$ cat config.mk
export PLATFORM = sky130hd
export DESIGN_NAME = nfc_host
export DESIGN_NICKNAME = d
export VERILOG_FILES = /design/src/hdl/nfc_pkg.sv /design/src/hdl/nfc_cycle.sv /design/src/hdl/nfc_host.sv
export SDC_FILE = /design/constraint.sdc
export NUM_CORES = 1
export LEC_CHECK = 0
export ABC_AREA = 1
export BUFFER_PORTS_ARGS = -buffer_cell sky130_fd_sc_hd__buf_2
export CAP_MARGIN = 10
export CORE_AREA = 2 2 120 146
export CTS_BUF_LIST = sky130_fd_sc_hd__clkbuf_8
export DETAILED_ROUTE_END_ITERATION = 8
export DIE_AREA = 0 0 122 148
export PLACE_DENSITY = 0.77
export SETUP_SLACK_MARGIN = 0.5
export SLEW_MARGIN = 20
export SYNTH_ARGS = -nofsm -noshare
export SYNTH_HDL_FRONTEND = slang
export SYNTH_SLANG_ARGS = --single-unit
$ cat constraint.sdc
create_clock -name clk -period 1.45 [get_ports clk]
set_input_delay 0.29 -clock clk [delete_from_list [all_inputs] [get_ports clk]]
set_output_delay 0.29 -clock clk [all_outputs]
set_load 0.005 [all_outputs]
$ cat src/hdl/nfc_pkg.sv
// Purpose: shared constants for the nand host controller
// Assumes: 20 MHz clk, 32-bit register port with 8-bit byte addresses
// Notes: row address is page, plane and block packed low to high
package nfc_pkg;
    // register offsets
    localparam logic [7:0] REG_CTRL = 8'h00; // w: start op, r: status
    localparam logic [7:0] REG_CFG = 8'h04;
    localparam logic [7:0] REG_CMD = 8'h08;
    localparam logic [7:0] REG_COL = 8'h0c;
    localparam logic [7:0] REG_ROW = 8'h10;
    localparam logic [7:0] REG_DATA = 8'h14;
    localparam logic [7:0] REG_ID0 = 8'h18;
    localparam logic [7:0] REG_ID1 = 8'h1c;
    // field positions
    localparam int CFG_WP_RELEASE = 0;
    localparam int CFG_CE_HOLD = 1;
    localparam int ST_BUSY = 0;
    localparam int ST_READY = 1;
    localparam int ST_PEND_LO = 2;
    localparam int ST_ID_MODE = 4;
    localparam int ROW_DIE_BIT = 18; // top block bit selects the die
    // reset values
    localparam logic [1:0] CFG_RESET = 2'h0; // write protected, ce released
    // operation codes
    localparam logic [2:0] OP_CMD = 3'h1;
    localparam logic [2:0] OP_ADDR = 3'h2;
    localparam logic [2:0] OP_IDENTIFICATION_MODE = 3'h3;
    localparam logic [2:0] OP_READ = 3'h4;
    localparam logic [2:0] OP_WRITE = 3'h5;
    // command bytes
    localparam logic [7:0] CMD_DUMMY = 8'h00;
    localparam logic [7:0] CMD_STATUS = 8'h70;
    localparam logic [7:0] CMD_IDENTIFICATION_MODE = 8'h90;
    localparam logic [7:0] ADDR_ID = 8'h00;
    localparam logic [7:0] CMD_READ_GO = 8'h30;
    localparam logic [7:0] CMD_PROG_GO = 8'h10;
    localparam logic [7:0] CMD_ERASE_GO = 8'hd0;
    // geometry and cycle counts
    localparam int COL_W = 12;
    localparam int ROW_W = 19;
    localparam int ID_BYTES = 5;
    localparam int ADDR_CYCLES = 5;
    localparam int STROBE_NS = 150; // least strobe low time, covers pin sync
    localparam int CLK_NS = 50;
    localparam int STROBE_CYC = (STROBE_NS + CLK_NS - 1) / CLK_NS;
    localparam int HOLD_CYC = 1; // strobe high phase closing each byte cycle
    // byte cycle kinds
    typedef enum logic [1:0] {KIND_CMD, KIND_ADDR, KIND_WRITE, KIND_READ} nfc_kind_type;
endpackage : nfc_pkg

$ cat src/hdl/nfc_cycle.sv
// Purpose: one bus byte cycle on the multiplexed nand pins
// Assumes: io_in_s already synchronised to clk
// Notes: strobe low phase, then high phase; read byte sampled at end of low
`timescale 1ns/1ps
module nfc_cycle #(
    parameter int LOW_CYC = nfc_pkg::STROBE_CYC,
    parameter int HIGH_CYC = nfc_pkg::HOLD_CYC
) (
    input wire logic clk, // 20 MHz
    input wire logic rst_n, // async reset
    input wire logic en, // clock enable
    input wire logic start, // pulse, begin a byte cycle
    input wire nfc_pkg::nfc_kind_type kind, // cmd, addr, write or read
    input wire logic [7:0] wbyte, // byte to drive
    input wire logic [7:0] io_in_s, // synchronised bus
    output logic cle, // command latch strobe
    output logic ale, // address latch strobe
    output logic we_n, // write strobe
    output logic read_strobe_n, // read strobe
    output logic [7:0] io_out, // bus drive value
    output logic io_oe, // bus drive enable
    output logic done, // pulse at end of cycle
    output logic [7:0] rbyte // byte captured on read
);
    // refuse counts the 8-bit phase counter cannot hold
    if (LOW_CYC < 3 || HIGH_CYC < 1 || LOW_CYC > 255 || HIGH_CYC > 255) begin : g_bad_counts
        $error("nfc_cycle: strobe counts out of range");
    end
    typedef enum logic [2:0] {S_IDLE = 3'b001, S_LOW = 3'b010, S_HIGH = 3'b100} nfc_cyc_type;
    nfc_cyc_type st_r, st_nxt;
    logic [7:0] cnt_r, cnt_nxt;
    logic cle_r, cle_nxt, ale_r, ale_nxt, we_r, we_nxt, rs_r, rs_nxt, oe_r, oe_nxt, done_r, done_nxt;
    logic [7:0] out_r, out_nxt, rb_r, rb_nxt;

    // phase sequencer; latch strobes fall only after the write strobe rose
    always_comb begin
        st_nxt = st_r;
        cnt_nxt = cnt_r;
        cle_nxt = cle_r;
        ale_nxt = ale_r;
        we_nxt = we_r;
        rs_nxt = rs_r;
        oe_nxt = oe_r;
        out_nxt = out_r;
        rb_nxt = rb_r;
        done_nxt = 1'b0;
        case (st_r)
            S_IDLE: begin
                if (start) begin
                    st_nxt = S_LOW;
                    cnt_nxt = 8'(LOW_CYC - 1);
                    cle_nxt = (kind == nfc_pkg::KIND_CMD);
                    ale_nxt = (kind == nfc_pkg::KIND_ADDR);
                    we_nxt = (kind == nfc_pkg::KIND_READ);
                    rs_nxt = (kind != nfc_pkg::KIND_READ);
                    oe_nxt = (kind != nfc_pkg::KIND_READ);
                    out_nxt = wbyte;
                end
            end
            S_LOW: begin
                if (cnt_r == 8'h00) begin
                    st_nxt = S_HIGH;
                    cnt_nxt = 8'(HIGH_CYC - 1);
                    we_nxt = 1'b1; // rising edge latches the byte
                    if (!rs_r) begin
                        rb_nxt = io_in_s;
                    end
                    rs_nxt = 1'b1;
                end else begin
                    cnt_nxt = cnt_r - 8'h01;
                end
            end
            S_HIGH: begin
                if (cnt_r == 8'h00) begin
                    st_nxt = S_IDLE;
                    cle_nxt = 1'b0;
                    ale_nxt = 1'b0;
                    oe_nxt = 1'b0;
                    done_nxt = 1'b1;
                end else begin
                    cnt_nxt = cnt_r - 8'h01;
                end
            end
            default: st_nxt = S_IDLE;
        endcase
    end

    // phase registers
    always_ff @(posedge clk or negedge rst_n) begin
        if (!rst_n) begin
            st_r <= S_IDLE;
            cnt_r <= 8'h00;
            cle_r <= 1'b0;
            ale_r <= 1'b0;
            we_r <= 1'b1;
            rs_r <= 1'b1;
            oe_r <= 1'b0;
            out_r <= 8'h00;
            rb_r <= 8'h00;
            done_r <= 1'b0;
        end else if (en) begin
            st_r <= st_nxt;
            cnt_r <= cnt_nxt;
            cle_r <= cle_nxt;
            ale_r <= ale_nxt;
            we_r <= we_nxt;
            rs_r <= rs_nxt;
            oe_r <= oe_nxt;
            out_r <= out_nxt;
            rb_r <= rb_nxt;
            done_r <= done_nxt;
        end
    end

    assign cle = cle_r;
    assign ale = ale_r;
    assign we_n = we_r;
    assign read_strobe_n = rs_r;
    assign io_out = out_r;
    assign io_oe = oe_r;
    assign done = done_r;
    assign rbyte = rb_r;
endmodule : nfc_cycle

$ cat src/hdl/nfc_host.sv
// Purpose: host controller driving a two-die nand flash over its pins
// Assumes: external pull-up on the ready/busy line, one chip select
// Notes: software starts operations through a small register port
`timescale 1ns/1ps
module nfc_host (
    input wire logic clk, // 20 MHz
    input wire logic rst_n, // async reset, active low
    input wire logic en, // clock enable
    input wire logic [7:0] addr, // register byte address
    input wire logic [31:0] wdata, // register write data
    input wire logic wr, // write strobe
    input wire logic rd, // read strobe
    output logic [31:0] rdata, // read data, cycle after rd
    output logic cle, // command latch strobe
    output logic ale, // address latch strobe
    output logic ce_n, // chip select
    output logic we_n, // write strobe
    output logic read_strobe_n, // read strobe
    output logic wp_n, // write protect
    output logic [7:0] io_bus_out, // bus drive value
    output logic io_bus_oe, // bus drive enable
    input wire logic [7:0] io_bus_in, // bus pin level
    input wire logic rb_n // ready/busy pin, pulled up
);
    typedef enum logic [2:0] {M_IDLE = 3'b001, M_ISSUE = 3'b010, M_WAIT = 3'b100} nfc_main_type;
    nfc_main_type st_r, st_nxt;
    logic [2:0] op_r, op_nxt, step_r, step_nxt;
    logic [1:0] cfg_r, cfg_nxt, pend_r, pend_nxt;
    logic [7:0] cmd_r, cmd_nxt, data_r, data_nxt;
    logic [nfc_pkg::COL_W-1:0] col_r, col_nxt;
    logic [nfc_pkg::ROW_W-1:0] row_r, row_nxt;
    logic die_r, die_nxt, idm_r, idm_nxt, ce_r, ce_nxt;
    logic [7:0] id_mem [nfc_pkg::ID_BYTES];
    logic [31:0] rdata_r, rdata_nxt;
    logic [1:0] rb_sync_r;
    logic rb_old_r;
    logic [7:0] io_s1_r, io_s2_r;
    logic cyc_start, cyc_done, last;
    nfc_pkg::nfc_kind_type kind;
    logic [7:0] byte_out, rbyte;

    // pins from outside pass two flops before use
    always_ff @(posedge clk or negedge rst_n) begin
        if (!rst_n) begin
            rb_sync_r <= 2'h3; // pulled-up idle level, no false ready edge
            rb_old_r <= 1'b1;
            io_s1_r <= 8'h00;
            io_s2_r <= 8'h00;
        end else if (en) begin
            rb_sync_r <= {rb_sync_r[0], rb_n};
            rb_old_r <= rb_sync_r[1];
            io_s1_r <= io_bus_in;
            io_s2_r <= io_s1_r;
        end
    end

    // byte of the current step; address bytes pack col then row
    always_comb begin
        kind = nfc_pkg::KIND_CMD;
        byte_out = 8'h00;
        last = 1'b0;
        case (op_r)
            nfc_pkg::OP_CMD: begin
                byte_out = (step_r == 3'h0) ? nfc_pkg::CMD_DUMMY : cmd_r;
                last = (step_r != 3'h0);
            end
            nfc_pkg::OP_ADDR: begin
                kind = nfc_pkg::KIND_ADDR;
                case (step_r)
                    3'h0: byte_out = col_r[7:0];
                    3'h1: byte_out = {4'h0, col_r[11:8]};
                    3'h2: byte_out = row_r[7:0];
                    3'h3: byte_out = row_r[15:8];
                    default: byte_out = {5'h00, row_r[18:16]};
                endcase
                last = (step_r == 3'(nfc_pkg::ADDR_CYCLES - 1));
            end
            nfc_pkg::OP_IDENTIFICATION_MODE: begin
                if (step_r == 3'h0) begin
                    byte_out = nfc_pkg::CMD_IDENTIFICATION_MODE;
                end else if (step_r == 3'h1) begin
                    kind = nfc_pkg::KIND_ADDR;
                    byte_out = nfc_pkg::ADDR_ID;
                end else begin
                    kind = nfc_pkg::KIND_READ;
                end
                last = (step_r == 3'(nfc_pkg::ID_BYTES + 1));
            end
            nfc_pkg::OP_READ: begin
                kind = nfc_pkg::KIND_READ;
                last = 1'b1;
            end
            default: begin
                kind = nfc_pkg::KIND_WRITE;
                byte_out = data_r;
                last = 1'b1;
            end
        endcase
    end

    assign cyc_start = (st_r == M_ISSUE);

    nfc_cycle u_cycle (
        .clk(clk),
        .rst_n(rst_n),
        .en(en),
        .start(cyc_start),
        .kind(kind),
        .wbyte(byte_out),
        .io_in_s(io_s2_r),
        .cle(cle),
        .ale(ale),
        .we_n(we_n),
        .read_strobe_n(read_strobe_n),
        .io_out(io_bus_out),
        .io_oe(io_bus_oe),
        .done(cyc_done),
        .rbyte(rbyte)
    );

    // sequencer and register port; writes while busy are ignored
    always_comb begin
        st_nxt = st_r;
        op_nxt = op_r;
        step_nxt = step_r;
        cfg_nxt = cfg_r;
        cmd_nxt = cmd_r;
        data_nxt = data_r;
        col_nxt = col_r;
        row_nxt = row_r;
        die_nxt = die_r;
        idm_nxt = idm_r;
        pend_nxt = pend_r;
        rdata_nxt = 32'h0000_0000;
        // shared busy line: any ready rise ends every pending die
        if (rb_sync_r[1] && !rb_old_r) begin
            pend_nxt = 2'h0;
        end
        if (wr && st_r == M_IDLE) begin
            case (addr)
                nfc_pkg::REG_CTRL: begin
                    if (wdata[2:0] >= nfc_pkg::OP_CMD && wdata[2:0] <= nfc_pkg::OP_WRITE) begin
                        st_nxt = M_ISSUE;
                        op_nxt = wdata[2:0];
                        // skip the dummy unless status follows identify
                        step_nxt = (wdata[2:0] == nfc_pkg::OP_CMD
                                    && !(idm_r && cmd_r == nfc_pkg::CMD_STATUS)) ? 3'h1 : 3'h0;
                    end
                end
                nfc_pkg::REG_CFG: cfg_nxt = wdata[1:0];
                nfc_pkg::REG_CMD: cmd_nxt = wdata[7:0];
                nfc_pkg::REG_COL: col_nxt = wdata[nfc_pkg::COL_W-1:0];
                nfc_pkg::REG_ROW: row_nxt = wdata[nfc_pkg::ROW_W-1:0];
                nfc_pkg::REG_DATA: data_nxt = wdata[7:0];
                default: ;
            endcase
        end
        if (st_r == M_ISSUE) begin
            st_nxt = M_WAIT;
        end
        if (st_r == M_WAIT && cyc_done) begin
            if (kind == nfc_pkg::KIND_READ && op_r == nfc_pkg::OP_READ) begin
                data_nxt = rbyte;
            end
            if (op_r == nfc_pkg::OP_ADDR) begin
                die_nxt = row_r[nfc_pkg::ROW_DIE_BIT];
            end
            if (op_r == nfc_pkg::OP_CMD && last) begin
                idm_nxt = 1'b0;
                if (cmd_r == nfc_pkg::CMD_READ_GO || cmd_r == nfc_pkg::CMD_PROG_GO
                    || cmd_r == nfc_pkg::CMD_ERASE_GO) begin
                    pend_nxt[die_r] = 1'b1;
                end
            end
            if (op_r == nfc_pkg::OP_IDENTIFICATION_MODE) begin
                idm_nxt = 1'b1;
            end
            st_nxt = last ? M_IDLE : M_ISSUE;
            step_nxt = step_r + 3'h1;
        end
        if (rd) begin
            case (addr)
                nfc_pkg::REG_CTRL: begin
                    rdata_nxt[nfc_pkg::ST_BUSY] = (st_r != M_IDLE);
                    // ready from the edge flop so pending bits are already cleared
                    rdata_nxt[nfc_pkg::ST_READY] = rb_old_r;
                    rdata_nxt[nfc_pkg::ST_PEND_LO +: 2] = pend_r;
                    rdata_nxt[nfc_pkg::ST_ID_MODE] = idm_r;
                end
                nfc_pkg::REG_CFG: rdata_nxt[1:0] = cfg_r;
                nfc_pkg::REG_CMD: rdata_nxt[7:0] = cmd_r;
                nfc_pkg::REG_COL: rdata_nxt[nfc_pkg::COL_W-1:0] = col_r;
                nfc_pkg::REG_ROW: rdata_nxt[nfc_pkg::ROW_W-1:0] = row_r;
                nfc_pkg::REG_DATA: rdata_nxt[7:0] = data_r;
                nfc_pkg::REG_ID0: rdata_nxt = {id_mem[3], id_mem[2], id_mem[1], id_mem[0]};
                nfc_pkg::REG_ID1: rdata_nxt[7:0] = id_mem[4];
                default: rdata_nxt = 32'h0000_0000;
            endcase
        end
        // select held through every byte of an operation
        ce_nxt = (st_nxt != M_IDLE) || cfg_nxt[nfc_pkg::CFG_CE_HOLD];
    end

    // controller state registers
    always_ff @(posedge clk or negedge rst_n) begin
        if (!rst_n) begin
            st_r <= M_IDLE;
            op_r <= 3'h0;
            step_r <= 3'h0;
            cfg_r <= nfc_pkg::CFG_RESET;
            cmd_r <= 8'h00;
            data_r <= 8'h00;
            col_r <= '0;
            row_r <= '0;
            die_r <= 1'b0;
            idm_r <= 1'b0;
            pend_r <= 2'h0;
            ce_r <= 1'b0;
            rdata_r <= 32'h0000_0000;
        end else if (en) begin
            st_r <= st_nxt;
            op_r <= op_nxt;
            step_r <= step_nxt;
            cfg_r <= cfg_nxt;
            cmd_r <= cmd_nxt;
            data_r <= data_nxt;
            col_r <= col_nxt;
            row_r <= row_nxt;
            die_r <= die_nxt;
            idm_r <= idm_nxt;
            pend_r <= pend_nxt;
            ce_r <= ce_nxt;
            rdata_r <= rdata_nxt;
        end
    end

    // identification bytes, one entry per read step
    generate
        for (genvar i = 0; i < nfc_pkg::ID_BYTES; i++) begin : g_id
            always_ff @(posedge clk or negedge rst_n) begin
                if (!rst_n) begin
                    id_mem[i] <= 8'h00;
                end else if (en && st_r == M_WAIT && cyc_done && op_r == nfc_pkg::OP_IDENTIFICATION_MODE
                             && step_r == 3'(i + 2)) begin
                    id_mem[i] <= rbyte;
                end
            end
        end
    endgenerate

    assign ce_n = !ce_r;
    assign wp_n = cfg_r[nfc_pkg::CFG_WP_RELEASE];
    assign rdata = rdata_r;
endmodule : nfc_host

== Word level (Yosys, flattened, before mapping) ==
Cells that the tools add are included.

* Register bits after elaboration: 187
* Output and inout port bits: 47

* Add/sub/neg operators: 2
* Order comparisons: 4
* Equality and inequality tests: 37
* Multiplexer cells: 61
* Bitwise operators: 2
* Reduce and logical (&&, ||, !) cells: 49

{| class="wikitable"
|+ Operators with widths
! operator !! number
|-
| 8-bit 2-to-1 mux || 9
|-
| 8-bit case mux with 4 select lines || 2
|-
| 8-bit by 5-bit equality test with 1-bit output, second input constant || 5
|-
| 3-bit 2-to-1 mux || 12
|-
| 32-bit 2-to-1 mux || 1
|-
| 4-bit AND reduction || 7
|-
| 8-bit case mux with 3 select lines || 1
|-
| 3-bit case mux with 7 select lines || 1
|-
| 3-bit AND reduction || 7
|-
| 3-bit by 2-bit equality test with 1-bit output, second input constant || 6
|-
| 3-bit equality test, second input constant || 6
|-
| 2-bit 2-to-1 mux || 9
|-
| 3-bit case mux with 6 select lines || 1
|-
| 1-bit logical AND || 17
|-
| 8-bit by 4-bit equality test with 1-bit output, second input constant || 2
|-
| 8-bit logical NOT || 2
|-
| 2-bit case mux with 8 select lines || 1
|-
| 3-bit by 1-bit equality test with 1-bit output, second input constant || 5
|-
| 7-bit case mux with 2 select lines || 1
|-
| 13-bit 2-to-1 mux || 1
|-
| 1-bit 2-to-1 mux || 12
|-
| 4-bit case mux with 3 select lines || 1
|-
| 2-bit nonzero test || 6
|-
| 1-bit case mux with 2 select lines || 5
|-
| other kinds (26) || 35
|}

== Depth between registers and ports, before layout ==
* Depth in word-level cells: 9
* Depth in mapped cells: 12

== Cells and area by module ==
Synthesis repeated with hierarchy kept, for this count alone.

* Cell total of the unflattened synthesis: 1124
* Area total of the unflattened synthesis: 9331.4 µm²

{| class="wikitable"
|+ By module, submodules not included
! module !! instances !! cells an instance !! area an instance (µm²) !! sequential area each (µm²)
|-
| nfc_host || 1 || 910 || 7586.0 || 3858.7
|-
| nfc_cycle || 1 || 214 || 1745.4 || 829.5
|}

== Least setup slack after synthesis ==
Ideal clock, no wire load.

* Kind: register to register
* Start point: register u_cycle.cnt_r[0]
* End point: register u_cycle.cle_r (netlist: u_cycle.cle)
* Arrival time: 1445 ps
* Required time: 1322 ps
* Path slack: -123 ps
* Stages on the path, launching flop included: 13
* Period minus slack after synthesis: 1573 ps
* Cell sequence: dfrtp_1 > inv_1 > ha_1 > nand2_1 > nor2_2 > nand2_1 > buf_4 > nor2_4 > inv_1 > nand2_1 > nand2_1 > nand2_1 > o21ai_0

* Word-level cells in the longest chain between the ends: 3

{| class="wikitable"
|+ RTL lines
! element !! RTL line !! text
|-
| start: declaration || nfc_cycle.sv:31 || <nowiki>logic [7:0] cnt_r, cnt_nxt;</nowiki>
|-
| start signal: assignment || nfc_cycle.sv:103 || <nowiki>cnt_r <= cnt_nxt;</nowiki>
|-
| 8-bit logical NOT || nfc_cycle.sv:74 || <nowiki>if (cnt_r == 8'h00) begin</nowiki>
|-
| 2-bit by 1-bit != test with 1-bit output (no line) || - ||
|-
| 4-bit AND reduction (no line) || - ||
|-
| end signal: assignment || nfc_cycle.sv:104 || <nowiki>cle_r <= cle_nxt;</nowiki>
|-
| end: declaration || nfc_cycle.sv:32 || <nowiki>logic cle_r, cle_nxt, ale_r, ale_nxt, we_r, we_nxt, rs_r, rs_nxt, oe_r, oe_nxt, done_r, done_nxt;</nowiki>
|}

Every way passes these cells.
A chain may end at the register's enable or synchronous reset.

== Worst setup path in the final report ==
* Start point: register step_r[0]
* End point: register u_cycle.out_r[4] (netlist: u_cycle.io_out[4])

* Word-level cells in the longest chain between the ends: 3

{| class="wikitable"
|+ RTL lines
! element !! RTL line !! text
|-
| start: declaration || nfc_host.sv:27 || <nowiki>logic [2:0] op_r, op_nxt, step_r, step_nxt;</nowiki>
|-
| start signal: assignment || nfc_host.sv:223 || <nowiki>step_r <= step_nxt;</nowiki>
|-
| 3-bit by 2-bit equality test with 1-bit output (tied with other cells) || nfc_host.sv:69 || <nowiki>case (step_r)</nowiki>
|-
| 8-bit case mux with 4 select lines (tied with other cells) || nfc_host.sv:69 ||
|-
| 8-bit case mux with 4 select lines * || nfc_host.sv:62 || <nowiki>case (op_r)</nowiki>
|-
| end signal: assignment || nfc_cycle.sv:109 || <nowiki>out_r <= out_nxt;</nowiki>
|-
| end: declaration || nfc_cycle.sv:33 || <nowiki>logic [7:0] out_r, out_nxt, rb_r, rb_nxt;</nowiki>
|}

Every way passes the cells marked *; elsewhere a longest branch is shown, timed or not.

==> run metrics <==
Post-DP Area between 10,000 and 15,000 sq um; setup violators final about 140; Seq/Total Area, Yosys 0.521; final worst path period share 1.29; Die H about 150 um; Remaining DRCs 0; number of cell rows 52; Avg WL per Cell around 23 um; final wirelength around 37 mm; P_leak about 0.0067 uW; Placer Congestion ~1; final slew viol count 0; final hold viol count 6; total CTS buffers 17; syn avg cell area 8.05 sq um; die area ~18,000 sq um; share of cells above drive strength 1 0.488; worst ir drop on vdd between 1 and 1.5 mV; syn nets 1,179; initial antenna violation count 4; slack of the critical path -422 ps; setup TNS -24,400 ps; CP Class register to register; clk_lat worst skew ~510 ps; # port buffers a little under 90; vias in the first global route 9,153; HPWL Detailed between 15 and 20 mm; Post-synth top flop dfrtp_1; DR vias/cell about 6.2; #FFs+latches synth between 150 and 200; CP Launch Type register; Iter 0 DRT Violations 1,509; synth unique cells roughly 40; DRT Pass-1 Iters 7; Mapped Area approximately 9000 sq um; CP Capture Type register; clk sinks 187; # H-tree levels 4; Total Routing Usage GR 0.347; largest net degree at the start of global routing between 60 and 70; WP data required between 1500 and 2000 ps; antenna-violating nets left 0; Yosys warnings 0; fin nets 1,466; Initial Util 0.543; global-route wire length before repair 47.8 mm; Post-Syn Instances between 1,000 and 1,500; Max Freq roughly 530 MHz; max_slew headroom 0.529; failing checks hold timing, setup timing; HP Class primary input to register; RSZ-0062 raised after global routing yes; status finished, violations left; CTS max path bufs 2; asr flop ratio synth 1.00; Post-synth EDFFs 0; worst path arrival time 2320 ps; Area Overhead vs Synth 50.1%; crit path time final about 1900 ps; clock slew at reported path FFs 110 ps; TritonCTS clock tree done; crit-path max FO 6; skew final about 16 ps; Hold WS -15.0 ps; CTS root buf clkbuf_8; Die X roughly 120 um; max-cap viol count 0; P per Cell Area about 1000 nW/um^2; Remaining Overflow, GRT 0; Core ar. ~17,000 sq um; total I/O pin count a little over 100; Worst-Margin Slew between 700 and 800 ps; fin area between 10,000 and 15,000 sq um; Via Count roughly 10,000
-- report_power, final --
| group | internal, uW | total [uW] | switching [uW] |
|---|---|---|---|
| Sequential | 5570 | 5820 | 246 |
| Combinational | 1760 | 4300 | 2550 |
| Clock | 1270 | 3400 | 2130 |
-- flip-flops by register name, summed over array words and instances, names as in the netlist, 8 cells and up --
name / flops
cmd_r: 8
col_r: 12
data_r: 8
id_mem: 40
io_s1_r: 8
io_s2_r: 8
rdata: 32
row_r: 19
u_cycle.cnt_r: 8
u_cycle.io_out: 8
u_cycle.rbyte: 8
-- synthesized netlist by cell type (5+ instances only) --
cell type | instances | area, sq um
o22ai_1 | 7 | 43.8
dfrtp_1 | 180 | 4500
ha_1 | 6 | 75.1
o21ai_1 | 40 | 200
o21ai_2 | 8 | 70.1
a32o_1 | 13 | 130
nand2_1 | 384 | 1440
inv_1 | 104 | 390
dfstp_2 | 7 | 184
clkbuf_1 | 15 | 56.3
nand4_1 | 5 | 31.3
nor2_1 | 70 | 263
o2111ai_1 | 7 | 61.3
o21ai_0 | 114 | 571
a21oi_1 | 21 | 105
nor2_4 | 5 | 56.3
nand3_1 | 59 | 295
inv_2 | 11 | 41.3
buf_2 | 9 | 45.0
buf_4 | 9 | 67.6
-- metal layers --
layer,GRT usage,wire length [um],vias up
met2,0.571,16900,830
met4,0.206,3260,0
met3,0.0752,4500,327
li1,-,-,4222
met1,0.415,12200,4819
met5,0,0,-
-- layout by cell type (no fill, tap or decap), types with 21 or more instances in the layout --
cell type	instances
nand2_1	256
dfrtp_1	172
buf_4	135
nand2_2	92
o21ai_1	81
buf_2	81
inv_1	63
o21ai_2	57
buf_6	51
nor2_1	46
inv_2	39
nand2_4	38
nand3_1	32
o21ai_0	22
nand3_2	21
-- final timing paths --
path / end / start / cells after the start / slack, ps
worst max-delay path: u_cycle.io_out[4] / step_r[0] / 10 / -420
worst min-delay path: io_s1_r[5] / io_bus_in[5] / 3 / -20
worst max register to register: u_cycle.io_out[4] / step_r[0] / 10 / -420
worst min register to register: rb_sync_r[1] / rb_sync_r[0] / 2 / 470
max in group asynchronous: u_cycle.we_n / rst_n / 3 / 620
min in group asynchronous: rdata[29] / rst_n / 2 / 240
-- kinds of logic (layout without fill, tap and decap cells) --
kind of cell / count (synthesis) / after routing / synth area share
AND/OR/NAND/NOR: 546 / 552 / 0.255
adder cells (fa/ha/maj): 6 / 6 / 0.00834
XOR/XNOR: 4 / 4 / 0.00389
other: 0 / 2 / 0
AO/OA/AOI/OAI: 221 / 221 / 0.140
flip-flops: 187 / 187 / 0.521
buffers and inverters: 155 / 449 / 0.0721
-- critical path, cell delays in order, from the launching register on --
cell,delay (ps)
dfrtp_1,440
inv_2,140
ha_4,190
inv_2,60
nor2_4,260
nand2_1,130
o211ai_1,140
nand2_1,120
o2111ai_1,110
nand2_1,140
nand2_1,90
-- per-stage QoR --
stage / hold slack (ps) / std cells / power (uW) / utilization / setup slack, ps
CTS: 0.317 / 1594 / 12600 / 0.755 / -186
floorplan: -5.59 / 1119 / 7420 / - / -39.1
global placement: 222 / 1485 / 8470 / 0.639 / -169
finish: -15.0 / 1637 / 13500 / 0.815 / -422
detailed placement: 225 / 1485 / 8560 / 0.639 / -217
global route: -18.0 / 1637 / 14000 / 0.815 / -504
-- layout make-up --
cell class | instances | area [sq um]
sequential | 187 | 4700
timing repair buffer | 300 | 2630
multi-input combinational | 783 | 5060
antenna | 2 | 5.00
clock buffer | 18 | 248
clock inverter | 14 | 115
inverter | 117 | 495
tap | 216 | 270
fill | 872 | 3070
-- repair_timing --
action	CTS	global route
pin swaps	92	104
endpoints found under the hold margin	31	0
endpoints found under the setup margin	201	211
resized for setup	284	204
gates cloned	17	2
hold buffers	2	0
setup buffers	58	39
No activity file was read; power rests on OpenSTA's default activity.
